**src/rtl/ssd_consts.svh**
```systemverilog
/*
  Offsets, field positions, reset values and timing counts of the
  status and diagnostics register bank. Assumes nothing; definitions only.
*/
`ifndef SSD_CONSTS_SVH
`define SSD_CONSTS_SVH

`define SSD_ADDR_FLASH_CNT 6'h00
`define SSD_ADDR_ALARM1_THRESHOLD 6'h20
`define SSD_ADDR_ALARM2_THRESHOLD 6'h22
`define SSD_ADDR_ALARM1_SAMPLE_COUNT 6'h24
`define SSD_ADDR_ALARM2_SAMPLE_COUNT 6'h26
`define SSD_ADDR_ALARM_CONTROL 6'h28
`define SSD_ADDR_MISC_CTRL 6'h34
`define SSD_ADDR_ERR_FLAGS 6'h3C

`define SSD_MISC_DRDY_LINE 0
`define SSD_MISC_DRDY_POL 1
`define SSD_MISC_DRDY_EN 2
`define SSD_MISC_ST_POS 8
`define SSD_MISC_ST_NEG 9
`define SSD_MISC_ST_INT 10
`define SSD_MISC_WMASK 16'h0307
`define SSD_MISC_RESET 16'h0000

`define SSD_ERR_STICKY_MASK 16'h032C
`define SSD_ERR_ST_FAIL 5
`define SSD_ERR_ALM1 8
`define SSD_ERR_RESET 16'h0000

`define SSD_ALM_LINE 0
`define SSD_ALM_POL 1
`define SSD_ALM_EN 2
`define SSD_ALM_FILTER_PIN 4
`define SSD_ALM_SRC1 8
`define SSD_ALM_ROC1 11
`define SSD_ALM_CH_STEP 4
`define SSD_ALARM_CONTROL_WMASK 16'hFF17
`define SSD_ALM_MAG_WMASK 16'hBFFF
`define SSD_ALM_MAG_GT 15
`define SSD_ALM_RESET 16'h0000

`define SSD_SRC_SUPPLY 3'h1
`define SSD_SRC_GYRO 3'h2
`define SSD_SRC_AUX 3'h5
`define SSD_SRC_TEMP 3'h6

`define SSD_FLASH_CNT_MAX 16'h7FFF
`define SSD_FLASH_RESET 16'h0000

`define SSD_CLK_HZ 100000000
`define SSD_ST_WAIT_MS 35
`define SSD_DRDY_DUTY_LO 15
`define SSD_DRDY_DUTY_HI 35

`endif

```
**src/rtl/ssd_pkg.sv**
```systemverilog
/*
  Types of the status and diagnostics register bank.
  Assumes the constants header is compiled alongside.
*/
package ssd_pkg;

  typedef struct packed {
    logic [13:0] temp;
    logic [13:0] aux;
    logic [13:0] rate;
    logic [13:0] supply;
  } ssd_src_t;

  typedef struct packed {
    logic roc;
    logic [2:0] src;
    logic use_filter_pin;
    logic gt;
    logic [13:0] mag;
    logic [7:0] nds;
  } ssd_alm_cfg_t;

  typedef struct packed {
    logic sup_hi;
    logic sup_lo;
    logic rate_over;
    logic spi_fail;
    logic ctrl_fail;
    logic st_fail;
  } ssd_err_in_t;

  typedef enum logic [1:0] {
    SSD_ST_IDLE = 2'b01,
    SSD_ST_RUN = 2'b10
  } ssd_st_state_t;

endpackage : ssd_pkg

```
**src/rtl/ssd_diag.sv**
```systemverilog
/*
  Status and diagnostics register bank: data-ready pulse, self-test
  control, error flags, flash write counter and two alarm channels.
  Assumes a serial front end that turns frames into word register
  strobes, and sensor logic that supplies samples and error events.
*/
`timescale 1ns/100ps
`default_nettype none
`include "ssd_consts.svh"

module ssd_diag
  import ssd_pkg::*;
#(
  parameter int ST_WAIT_CYC = `SSD_ST_WAIT_MS * (`SSD_CLK_HZ / 1000),
  parameter int ST_CNT_W = 22,
  parameter int PER_W = 24,
  parameter int DRDY_INIT_W = 16
)
(
  input wire logic REF_CLK,
  input wire logic RST,
  input wire logic [5:0] REG_ADDR,
  input wire logic REG_WR,
  input wire logic REG_RD,
  input wire logic [15:0] REG_WDATA,
  output logic [15:0] REG_RDATA,
  output logic REG_RVALID,
  input wire logic DATA_UPDATE,
  input wire ssd_src_t SRC_RAW,
  input wire ssd_src_t SRC_FILTER_PIN,
  input wire ssd_err_in_t ERR_IN,
  input wire logic FLASH_WRITE,
  input wire logic [1:0] GPIO_OUT,
  input wire logic [1:0] GPIO_OE,
  output logic [1:0] DIO_OUT,
  output logic [1:0] DIO_OE,
  output logic ST_INTERNAL,
  output logic ST_POS_DRIVE,
  output logic ST_NEG_DRIVE
);

  localparam logic [ST_CNT_W-1:0] ST_LOAD = ST_CNT_W'(ST_WAIT_CYC);
  localparam logic [PER_W-1:0] DRDY_INIT = PER_W'(DRDY_INIT_W);

  logic [15:0] misc_q;
  logic [15:0] almctl_q;
  logic [15:0] err_q;
  logic [15:0] flash_q;
  logic [PER_W-1:0] per_cnt_q;
  logic [PER_W-1:0] period_q;
  logic [PER_W-1:0] width_q;
  logic [PER_W-1:0] pulse_q;
  logic have_per_q;
  ssd_st_state_t st_state_q;
  logic [ST_CNT_W-1:0] st_cnt_q;
  logic [1:0] alm_lvl;
  logic [1:0] dio_out_d;
  logic [1:0] dio_oe_d;
  wire [15:0] mag_rd [2];
  wire [15:0] smpl_rd [2];

  // Register strobes
  wire misc_wr = REG_WR && REG_ADDR == `SSD_ADDR_MISC_CTRL;
  wire almctl_wr = REG_WR && REG_ADDR == `SSD_ADDR_ALARM_CONTROL;
  wire rd_err = REG_RD && REG_ADDR == `SSD_ADDR_ERR_FLAGS;
  wire drdy_en = misc_q[`SSD_MISC_DRDY_EN];
  wire alm_en = almctl_q[`SSD_ALM_EN];
  wire alm_any = |alm_lvl;

  // Data-ready width: a quarter of the interval that just ended
  wire [PER_W-1:0] new_per = per_cnt_q + PER_W'(1);
  wire [PER_W-1:0] quarter = new_per >> 2;
  wire [PER_W-1:0] width_n = !have_per_q ? DRDY_INIT :
    (quarter == '0) ? PER_W'(1) : quarter;
  wire drdy_act = pulse_q != '0;

  // Internal self-test sequencing
  wire st_start = misc_wr && REG_WDATA[`SSD_MISC_ST_INT] && st_state_q == SSD_ST_IDLE;
  wire st_done = st_state_q == SSD_ST_RUN && st_cnt_q == ST_CNT_W'(1);
  wire ssd_st_state_t st_next = st_start ? SSD_ST_RUN : st_done ? SSD_ST_IDLE : st_state_q;

  // Error flags: hardware sets win over the clearing read
  wire [15:0] err_set = {6'h00, alm_lvl[1], alm_lvl[0], 2'b00,
    st_done && ERR_IN.st_fail, 1'b0, ERR_IN.spi_fail, ERR_IN.ctrl_fail, 2'b00};
  wire [15:0] err_auto = {11'h000, ERR_IN.rate_over, 2'b00, ERR_IN.sup_hi, ERR_IN.sup_lo};
  wire [15:0] err_keep = rd_err ? 16'h0000 : (err_q & `SSD_ERR_STICKY_MASK);
  wire [15:0] err_d = err_keep | err_set | err_auto;

  wire [15:0] flash_d = (flash_q == `SSD_FLASH_CNT_MAX) ? 16'h0000 : flash_q + 16'h0001;

  wire [15:0] misc_rd = misc_q | {5'h00, ST_INTERNAL, 10'h000};
  wire [15:0] rd_mux =
    (REG_ADDR == `SSD_ADDR_FLASH_CNT) ? flash_q :
    (REG_ADDR == `SSD_ADDR_MISC_CTRL) ? misc_rd :
    (REG_ADDR == `SSD_ADDR_ERR_FLAGS) ? err_q :
    (REG_ADDR == `SSD_ADDR_ALARM_CONTROL) ? almctl_q :
    (REG_ADDR == `SSD_ADDR_ALARM1_THRESHOLD) ? mag_rd[0] :
    (REG_ADDR == `SSD_ADDR_ALARM2_THRESHOLD) ? mag_rd[1] :
    (REG_ADDR == `SSD_ADDR_ALARM1_SAMPLE_COUNT) ? smpl_rd[0] :
    (REG_ADDR == `SSD_ADDR_ALARM2_SAMPLE_COUNT) ? smpl_rd[1] : 16'h0000;

  always_ff @(posedge REF_CLK or posedge RST)
  begin
    if (RST)
    begin
      REG_RDATA <= 16'h0000;
      REG_RVALID <= 1'b0;
    end
    else
    begin
      REG_RVALID <= REG_RD;
      if (REG_RD)
        REG_RDATA <= rd_mux;
    end
  end

  always_ff @(posedge REF_CLK or posedge RST)
  begin
    if (RST)
    begin
      misc_q <= `SSD_MISC_RESET;
      almctl_q <= `SSD_ALM_RESET;
      err_q <= `SSD_ERR_RESET;
      flash_q <= `SSD_FLASH_RESET;
    end
    else
    begin
      if (misc_wr)
        misc_q <= REG_WDATA & `SSD_MISC_WMASK;
      if (almctl_wr)
        almctl_q <= REG_WDATA & `SSD_ALARM_CONTROL_WMASK;
      err_q <= err_d;
      if (FLASH_WRITE)
        flash_q <= flash_d;
    end
  end

  // Update interval measure; saturates so a stalled source cannot wrap
  always_ff @(posedge REF_CLK or posedge RST)
  begin
    if (RST)
    begin
      per_cnt_q <= '0;
      period_q <= '0;
      width_q <= '0;
      have_per_q <= 1'b0;
      pulse_q <= '0;
    end
    else if (DATA_UPDATE)
    begin
      per_cnt_q <= '0;
      period_q <= new_per;
      width_q <= width_n;
      have_per_q <= 1'b1;
      pulse_q <= drdy_en ? width_n : '0;
    end
    else
    begin
      if (per_cnt_q != '1)
        per_cnt_q <= new_per;
      if (drdy_act)
        pulse_q <= pulse_q - PER_W'(1);
    end
  end

  always_ff @(posedge REF_CLK or posedge RST)
  begin
    if (RST)
    begin
      st_state_q <= SSD_ST_IDLE;
      st_cnt_q <= '0;
      ST_INTERNAL <= 1'b0;
      ST_POS_DRIVE <= 1'b0;
      ST_NEG_DRIVE <= 1'b0;
    end
    else
    begin
      st_state_q <= st_next;
      ST_INTERNAL <= st_next == SSD_ST_RUN;
      if (st_start)
        st_cnt_q <= ST_LOAD;
      else if (st_state_q == SSD_ST_RUN)
        st_cnt_q <= st_cnt_q - ST_CNT_W'(1);
      ST_POS_DRIVE <= misc_q[`SSD_MISC_ST_POS];
      ST_NEG_DRIVE <= misc_q[`SSD_MISC_ST_NEG];
    end
  end

  genvar i;
  generate
    for (i = 0; i < 2; i++)
    begin : g_ch
      localparam logic [5:0] MAG_A = (i == 0) ? `SSD_ADDR_ALARM1_THRESHOLD : `SSD_ADDR_ALARM2_THRESHOLD;
      localparam logic [5:0] SMPL_A = (i == 0) ? `SSD_ADDR_ALARM1_SAMPLE_COUNT : `SSD_ADDR_ALARM2_SAMPLE_COUNT;
      localparam int SH = i * `SSD_ALM_CH_STEP;
      logic [15:0] mag_q;
      logic [7:0] smpl_q;
      ssd_alm_cfg_t cfg;

      always_ff @(posedge REF_CLK or posedge RST)
      begin
        if (RST)
        begin
          mag_q <= `SSD_ALM_RESET;
          smpl_q <= 8'h00;
        end
        else
        begin
          if (REG_WR && REG_ADDR == MAG_A)
            mag_q <= REG_WDATA & `SSD_ALM_MAG_WMASK;
          if (REG_WR && REG_ADDR == SMPL_A)
            smpl_q <= REG_WDATA[7:0];
        end
      end

      assign mag_rd[i] = mag_q;
      assign smpl_rd[i] = {8'h00, smpl_q};
      assign cfg.roc = almctl_q[`SSD_ALM_ROC1 + SH];
      assign cfg.src = almctl_q[`SSD_ALM_SRC1 + SH +: 3];
      assign cfg.use_filter_pin = almctl_q[`SSD_ALM_FILTER_PIN];
      assign cfg.gt = mag_q[`SSD_ALM_MAG_GT];
      assign cfg.mag = mag_q[13:0];
      assign cfg.nds = smpl_q;

      ssd_alarm_ch u_alarm (
        .clk(REF_CLK),
        .rst(RST),
        .sample_en(DATA_UPDATE),
        .cfg(cfg),
        .raw(SRC_RAW),
        .filter_pin(SRC_FILTER_PIN),
        .alarm_q(alm_lvl[i])
      );

      // Line arbitration; idle level of a pulse is the inverse of its active level
      wire dr_here = drdy_en && misc_q[`SSD_MISC_DRDY_LINE] == 1'(i);
      wire al_here = alm_en && almctl_q[`SSD_ALM_LINE] == 1'(i);
      assign dio_out_d[i] = dr_here ? (drdy_act ~^ misc_q[`SSD_MISC_DRDY_POL]) :
        al_here ? (alm_any ~^ almctl_q[`SSD_ALM_POL]) : GPIO_OUT[i];
      assign dio_oe_d[i] = dr_here | al_here | GPIO_OE[i];
    end
  endgenerate

  always_ff @(posedge REF_CLK or posedge RST)
  begin
    if (RST)
    begin
      DIO_OUT <= 2'b00;
      DIO_OE <= 2'b00;
    end
    else
    begin
      DIO_OUT <= dio_out_d;
      DIO_OE <= dio_oe_d;
    end
  end
endmodule : ssd_diag

`default_nettype wire

```
**src/rtl/ssd_alarm_ch.sv**
```systemverilog
/*
  One alarm channel: static level or averaged rate-of-change compare.
  Assumes sample_en pulses once per output data update.
*/
`timescale 1ns/100ps
`default_nettype none
`include "ssd_consts.svh"

module ssd_alarm_ch
  import ssd_pkg::*;
#(
  parameter int ACC_W = 26
)
(
  input wire logic clk,
  input wire logic rst,
  input wire logic sample_en,
  input wire ssd_alm_cfg_t cfg,
  input wire ssd_src_t raw,
  input wire ssd_src_t filter_pin,
  output logic alarm_q
);

  logic signed [15:0] prev_q;
  logic have_q;
  logic signed [ACC_W-1:0] sum_q;
  logic [7:0] cnt_q;

  wire ssd_src_t src = cfg.use_filter_pin ? filter_pin : raw;
  wire sel_sup = cfg.src == `SSD_SRC_SUPPLY;
  wire sel_gyro = cfg.src == `SSD_SRC_GYRO;
  wire sel_aux = cfg.src == `SSD_SRC_AUX;
  wire sel_temp = cfg.src == `SSD_SRC_TEMP;
  wire valid = sel_sup | sel_gyro | sel_aux | sel_temp;
  wire [13:0] pick = sel_sup ? src.supply : sel_gyro ? src.rate : sel_aux ? src.aux : src.temp;
  // Rate data is two's complement, the other sources are straight binary
  wire signed [15:0] sv = {{2{sel_gyro & pick[13]}}, pick};
  wire signed [15:0] mv = {{2{sel_gyro & cfg.mag[13]}}, cfg.mag};
  wire signed [16:0] delta = {sv[15], sv} - {prev_q[15], prev_q};
  wire signed [ACC_W-1:0] sum_n = sum_q + ACC_W'(delta);
  wire [8:0] nds = (cfg.nds == 8'h00) ? 9'h001 : {1'b0, cfg.nds};
  // Mean against threshold without a divider: sum against mag times count
  wire signed [ACC_W-1:0] lim = ACC_W'(mv * $signed(nds));
  wire [7:0] cnt_n = cnt_q + 8'h01;
  wire last = {1'b0, cnt_n} >= nds;
  wire hit_lvl = cfg.gt ? (sv > mv) : (sv < mv);
  wire hit_roc = cfg.gt ? (sum_n > lim) : (sum_n < lim);

  always_ff @(posedge clk or posedge rst)
  begin
    if (rst)
    begin
      prev_q <= 16'sh0000;
      have_q <= 1'b0;
      sum_q <= '0;
      cnt_q <= 8'h00;
      alarm_q <= 1'b0;
    end
    else if (!valid)
    begin
      have_q <= 1'b0;
      sum_q <= '0;
      cnt_q <= 8'h00;
      alarm_q <= 1'b0;
    end
    else if (sample_en)
    begin
      prev_q <= sv;
      have_q <= 1'b1;
      if (!cfg.roc)
        alarm_q <= hit_lvl;
      else if (have_q && last)
      begin
        alarm_q <= hit_roc;
        sum_q <= '0;
        cnt_q <= 8'h00;
      end
      else if (have_q)
      begin
        sum_q <= sum_n;
        cnt_q <= cnt_n;
      end
    end
  end
endmodule : ssd_alarm_ch

`default_nettype wire

```
**config.mk**
```make
export PLATFORM = sky130hd
export DESIGN_NAME = ssd_diag
export DESIGN_NICKNAME = d
export VERILOG_FILES = /design/src/rtl/ssd_pkg.sv /design/src/rtl/ssd_diag.sv /design/src/rtl/ssd_alarm_ch.sv
export VERILOG_INCLUDE_DIRS = /design/src /design/src/rtl
export SDC_FILE = /design/constraint.sdc
export NUM_CORES = 2
export LEC_CHECK = 0
export BUFFER_PORTS_ARGS = -buffer_cell sky130_fd_sc_hd__buf_2
export CELL_PAD_IN_SITES_DETAIL_PLACEMENT = 1
export CELL_PAD_IN_SITES_GLOBAL_PLACEMENT = 2
export CORE_UTILIZATION = 40
export CTS_CLUSTER_SIZE = 40
export DETAILED_ROUTE_END_ITERATION = 6
export PLACE_DENSITY_LB_ADDON = 0.1
export RECOVER_POWER = 50
export SYNTH_ARGS = -nofsm -noshare
export SYNTH_HDL_FRONTEND = slang
export SYNTH_HIERARCHICAL = 1
export SYNTH_SLANG_ARGS = --single-unit
```
**constraint.sdc**
```tcl
create_clock -name REF_CLK -period 8.5 [get_ports REF_CLK]
set_clock_uncertainty 0.2 [all_clocks]
set_input_delay 0.425 -clock REF_CLK [delete_from_list [all_inputs] [get_ports REF_CLK]]
set_output_delay 0.425 -clock REF_CLK [all_outputs]
set_load 0.02 [all_outputs]
```
After elaboration in Yosys (flattened, before gate mapping). Index checks and enable logic that the tools add are counted.

Add/sub/neg operators: 10. Multiply operators: 2. $lt $le $gt $ge: 10. Eq/ne operators: 29. Mux-type cells: 69. Bitwise logic cells: 21. Reduce and logical (&&, ||, !) cells: 32.

Operators by type and width (number): $mux W26 (10); $mux W16 (7); $mux W8 (14); $mux W22 (5); $mux W24 (4); $mux W14 (6); $mux W56 (1); $add A26 B16 Y26 (2); $gt A26 B26 Y1 (2); $lt A26 B26 Y1 (2); $mul A15 B9 Y24 (2); $eq A6 B6 Y1 const B (7); $sub A15 B15 Y16 (2); $gt A15 B15 Y1 (2); $lt A15 B15 Y1 (2); $add A24 B1 Y24 const B (1); $logic_not A24 Y1 (1); $ne A24 B24 Y1 const B (1); $reduce_bool A24 Y1 (1); $sub A24 B1 Y24 const B (1); $eq A22 B1 Y1 const B (1); $sub A22 B1 Y22 const B (1); $mux W1 (19); $ge A8 B9 Y1 (2); other kinds (27) (77).

Register bits after elaboration: 288. Input bits: 150. Output and inout bits: 24. Word-level logic and storage cells: 203.

Depth between registers and ports, before layout.
Depth after elaboration: 13. Depth in mapped cells: 32. Depth with buffers taken out: 31.

Hierarchy. The synthesis kept the hierarchy.

By module, submodules not included: ssd_alarm_ch (g_ch[1].u_alarm) (times used 1, cells an instance 1238, area each 10462.5 um^2, seq. area each 1276.2 um^2); ssd_alarm_ch (g_ch[0].u_alarm) (times used 1, cells an instance 1231, area each 10396.2 um^2, seq. area each 1276.2 um^2); ssd_diag (times used 1, cells an instance 820, area each 8704.6 um^2, seq. area each 4605.7 um^2).

Least setup slack after synthesis. No wires, ideal clock.

Path type: register to register. From: register almctl_q[8]. To: register g_ch[0].u_alarm.alarm_q. Library setup time: 0.126 ns. Arrival: 6.786 ns. Data required time: 8.174 ns. Setup slack: 1.387 ns. Stages on the path, launching flop included: 32. Buffers on the path: 2. Period minus slack after synthesis: 7.113 ns. Cells stage by stage: dfrtp_1 -> inv_1 -> ha_1 -> nand2b_1 -> clkbuf_1 -> clkbuf_1 -> nor2_1 -> inv_1 -> nor2_1 -> fa_1 -> inv_1 -> fa_1 -> inv_1 -> fa_1 -> inv_1 -> fa_1 -> inv_1 -> ha_1 -> or2_2 -> a21oi_1 -> a21oi_1 -> a41oi_1 -> a21oi_1 -> xnor2_1 -> ha_1 -> nand4_1 -> nor2_1 -> and3_1 -> a211oi_1 -> a21oi_1 -> nand4b_1 -> a311o_1.

Longest elaborated chain between the ends: 13. Elaborated cells on any way between the ends: 28. Classes of those cells: add/sub (2); mul (1); order compare (4); eq/ne (6); mux (9); bitwise (5); reduce/logical (1).

RTL lines: start, declared (RTL line ssd_diag.sv:46) `logic [15:0] almctl_q;`; start signal, assigned (RTL line ssd_diag.sv:122) `` almctl_q <= `SSD_ALM_RESET; ``; start signal, assigned (RTL line ssd_diag.sv:131) `` almctl_q <= REG_WDATA & `SSD_ALARM_CONTROL_WMASK; ``; $eq A3 B3 Y1 (no line); $mux W14 (3 in a row) (RTL line ssd_alarm_ch.sv:35) `wire [13:0] pick = sel_sup ? src.supply : sel_gyro ? src.rate : sel_aux ? src.aux : src.temp;`; $and A1 B1 Y1 (RTL line ssd_alarm_ch.sv:37) `wire signed [15:0] sv = {{2{sel_gyro & pick[13]}}, pick};`; $sub A15 B15 Y16 (RTL line ssd_alarm_ch.sv:39) `wire signed [16:0] delta = {sv[15], sv} - {prev_q[15], prev_q};`; $add A26 B16 Y26 (RTL line ssd_alarm_ch.sv:40) `wire signed [ACC_W-1:0] sum_n = sum_q + ACC_W'(delta);`; $lt A26 B26 Y1 or $gt A26 B26 Y1 (tied branches) (RTL line ssd_alarm_ch.sv:47) `wire hit_roc = cfg.gt ? (sum_n > lim) : (sum_n < lim);`; $mux W1 (RTL line ssd_alarm_ch.sv:47); $mux W1 (RTL line ssd_alarm_ch.sv:72) `else if (have_q && last)`; $mux W1 (RTL line ssd_alarm_ch.sv:70) `if (!cfg.roc)`; $mux W1 (RTL line ssd_alarm_ch.sv:66) `else if (sample_en)`; $mux W1 (RTL line ssd_alarm_ch.sv:59) `else if (!valid)`; end signal, assigned (RTL line ssd_alarm_ch.sv:71) `alarm_q <= hit_lvl;`; end signal, assigned (RTL line ssd_alarm_ch.sv:74) `alarm_q <= hit_roc;`; end, declared (RTL line ssd_alarm_ch.sv:21) `output logic alarm_q`.

Parallel ways exist; a longest one is shown, timed or not. The select of a mux whose other input is x is not followed. A chain may end at the register's enable or synchronous reset.

Worst setup path after layout.
From: register g_ch[1].smpl_q[4]. To: register g_ch[1].u_alarm.alarm_q.

Longest elaborated chain between the ends: 9. Elaborated cells on any way between the ends: 14. Classes of those cells: mul (1); order compare (3); eq/ne (1); mux (6); reduce/logical (3).

RTL lines: start, declared (RTL line ssd_diag.sv:197) `logic [7:0] smpl_q;`; start signal, assigned (RTL line ssd_diag.sv:212) `smpl_q <= REG_WDATA[7:0];`; $logic_not A8 Y1 (RTL line ssd_alarm_ch.sv:41) `wire [8:0] nds = (cfg.nds == 8'h00) ? 9'h001 : {1'b0, cfg.nds};`; $mux W8 (*) (RTL line ssd_alarm_ch.sv:41); $mul A15 B9 Y24 (RTL line ssd_alarm_ch.sv:43) `wire signed [ACC_W-1:0] lim = ACC_W'(mv * $signed(nds));`; $lt A26 B26 Y1 or $gt A26 B26 Y1 (tied branches) (RTL line ssd_alarm_ch.sv:47); $mux W1 (RTL line ssd_alarm_ch.sv:47); $mux W1 (RTL line ssd_alarm_ch.sv:72); $mux W1 (RTL line ssd_alarm_ch.sv:70); $mux W1 (RTL line ssd_alarm_ch.sv:66); $mux W1 (RTL line ssd_alarm_ch.sv:59); end signal, assigned (RTL line ssd_alarm_ch.sv:71); end signal, assigned (RTL line ssd_alarm_ch.sv:74); end, declared (RTL line ssd_alarm_ch.sv:21).

Every way passes the cells marked *; elsewhere a longest branch is shown, timed or not. The select of a mux whose other input is x is not followed.

==> results.py <==
metrics = {
    "floorplanning": {
        "die-height_um": 274,
        "chipWidth_um": 274,
        "start_util_pct": 40.5,
        "die_area_um2": 75000,
        "io_pins": 174,
        "row_count": 99,
        "design.core.area_um2": 73100,
    },
    "finish": {
        "final_common_cell": "inv_1",
        "mostFrequentLayoutCells": "inv_1, nand2_1, dfrtp_1",
        "syn_to_final_growth_pct": 11.5,
        "finalNetCount": 4113,
        "finalInstanceArea_um2": 33000,
        "drive_gt1_share_pct": 11.1,
    },
    "logic_synthesis": {
        "ys.flop_type": "dfrtp_1",
        "syn_inst": 3289,
        "ys_ff_latch": 286,
        "synth_edf_count": 0,
        "synth_area_um2": 29600,
        "ys_types": 97,
        "avgSynthCellArea_um2": 8.99,
        "synth.net_count": 3940,
        "ys_top_cells_by_area": "dfrtp_1, fa_1, ha_1",
        "seq_area_frac_synth_pct": 24.2,
        "yosysTopAreaCell": "dfrtp_1",
        "synth_top_area_share_pct": 24.1,
        "async_flop_share_pct": 100,
        "yosysWarnings": 6,
    },
    "worst_setup_path": {
        "crit_type": "flip-flop to flip-flop",
        "critPathLaunchType": "flip-flop",
        "cp_data_required_time_ns": 8.77,
        "crit_path_end_kind": "flip-flop",
        "reg2reg_to": "g_ch[1].u_alarm/alarm_q",
        "r2r_setup_slack_ns": 0.60,
        "cp.arrival_ns": 8.18,
        "worst_r2r_path_depth": 26,
        "r2r-start": "g_ch[1].smpl_q[4]",
        "path_max_fanout": 16,
        "startpoint": "g_ch[1].smpl_q[4]",
    },
    "power_and_ir_drop": {
        "leakage_nw": 15.8,
        "p_per_area_nw_per_um2": 265,
        "vdd_ir_drop_max_mv": 0.138,
        "finalPower_mw": 8.72,
    },
    "timing": {
        "tns_ns": 0,
        "slew_headroom_pct": -280,
        "grt_setup_unrepaired": "no",
        "finalSetupViolations": 0,
        "final_max_slew_viol_count": 206,
        "finalHoldViolCount": 0,
        "finalCritPeriodShare_pct": 93.0,
        "period_needed_ns": 7.90,
        "fmax_ghz": 0.127,
        "tightestPinTransition_ns": 5.71,
    },
    "routing": {
        "ant_nets": 0,
        "drt_iter0_markers": 1413,
        "avgRoutedWirePerCell_um": 21.4,
        "drc_errors": 28,
        "num_vias": 24342,
        "totalWireLength_mm": 95.4,
        "vias_per_cell": 5.47,
        "drt_pass1_iterations": 7,
    },
    "worst_hold_path": {
        "hold_depth": 2,
        "min_from": "REG_WDATA[10]",
        "holdPathEnd": "g_ch[0].mag_q[10]",
        "hold_class": "input port to flip-flop",
    },
    "clock_tree": {
        "cts-buffers-inserted": 39,
        "h-tree-depth": 2,
        "cts.clk_slew.worst_paths_ns": 0.06,
        "postCtsSetupRepairBufs": 0,
        "cts_hold_buf": 22,
        "tritoncts": "built",
        "post_cts_resized": 0,
        "root_buffer": "clkbuf_16",
        "cts.sinks": 286,
        "cts_buffer_depth": 3,
        "clk_latency_ns": 0.58,
    },
    "placed_design": {
        "place_area_um2": 31500,
        "gp_congestion": 0.888,
        "port_buffers": 173,
        "dpl.hpwl_mm": 76.2,
    },
    "grt": {
        "grt_max_degree": 124,
        "grt_usage_pct": 26.0,
        "globalRoute.totalOverflow": 0,
        "grt_pass1_vias": 26664,
        "grt_pass1_wl_mm": 153,
        "antenna_found_initial": 3,
    },
    "status": {
        "status": "finished, violations left",
        "violations": "design-rule violations, max-capacitance violations, max-slew violations",
    },
    "run": {
        "cap_viol_max_count": 3,
    },
}
-- Yosys cell counts (64+ instances only) --
cell type    n
o21ai_0    148
clkbuf_1    64
xnor2_1    112
mux2_2      69
a21oi_1    144
dfrtp_1    285
mux2i_1     68
inv_1      590
nand2_1    288
ha_1       259
nor2_1     250
fa_1       242
-- stage by stage --
step                util [%]  setup WS, ns  cells  hold WS (ns)
finish                  45.1         0.595   4454        0.0390
global placement        43.1         0.819   4358         0.197
CTS                     45.2         0.643   4452        0.0131
floorplan                  -          1.39   3289         0.171
detailed placement      43.1         0.650   4358         0.201
global route            45.1        0.0817   4454        0.0242
-- where the power goes --
group          switching [mW]  internal (mW)  total [mW]
combinational            3.17           2.09        5.25
sequential              0.255           1.54        1.80
clock                   0.719          0.956        1.67
-- area by class of cell --
| cell class | count | area (um^2) |
|---|---|---|
| fill | 8609 | 40100 |
| multi-input combinational | 2310 | 19700 |
| sequential | 286 | 7160 |
| inverter | 590 | 2220 |
| timing repair buffer | 235 | 1350 |
| tap | 959 | 1200 |
| clock buffer | 53 | 1070 |
| clock inverter | 19 | 205 |
| antenna | 2 | 5.00 |
-- cells by family after synthesis --
kind of cell	share of synthesized area (%)
simple gates	13.9
buf+inv	9.02
compound gates	13.3
fa+ha+maj	27.3
flops	24.2
xor+xnor	5.18
mux	7.06
-- registers in the layout, indices dropped and copies added (netlist names), 8 cells and up --
register / cells
g_ch.u_alarm/prev_q: 30
g_ch.mag_q: 30
per_cnt_q: 24
REG_RDATA: 16
flash_q: 16
g_ch.u_alarm/sum_q: 52
almctl_q: 12
err_q: 8
st_cnt_q: 22
pulse_q: 24
g_ch.smpl_q: 16
g_ch.u_alarm/cnt_q: 16
-- worst max-delay path: stages, from the launching register on --
cell	delay, ns
dfrtp_1	0.57
nor4_1	0.34
a41o_1	0.61
nand2_1	0.15
fa_1	0.50
inv_1	0.05
fa_1	0.47
fa_1	0.49
inv_1	0.05
fa_1	0.53
inv_1	0.04
ha_1	0.33
o21ai_1	0.12
and2_1	0.19
o31a_1	0.34
a311oi_2	0.33
a41oi_1	0.19
o41ai_1	0.39
a21oi_1	0.14
xnor2_1	0.19
ha_1	0.35
nand4_1	0.14
nor2_1	0.22
a31oi_1	0.11
a21oi_1	0.17
mux2_2	0.35
o32ai_1	0.23
-- worst max path at each step --
stage                                    to  slack (ns)  cells past startpoint
CTS                 g_ch[1].u_alarm/alarm_q        0.64                     26
global route        g_ch[1].u_alarm/alarm_q        0.08                     27
finish              g_ch[1].u_alarm/alarm_q        0.60                     26
detailed placement  g_ch[1].u_alarm/alarm_q        0.65                     26
global placement    g_ch[1].u_alarm/alarm_q        0.82                     30
floorplan           g_ch[0].u_alarm/alarm_q        1.39                     31
-- metal layers --
| metal | global-route usage, % | part of all wire, % | vias to the layer above |
|---|---|---|---|
| li1 | - | - | 11313 |
| met1 | 37.5 | 49 | 12498 |
| met2 | 42.0 | 45 | 435 |
| met3 | 3.15 | 4.2 | 94 |
| met4 | 5.37 | 1.8 | 2 |
| met5 | 0 | 0.014 | - |
(Power assumes the default switching activity.)
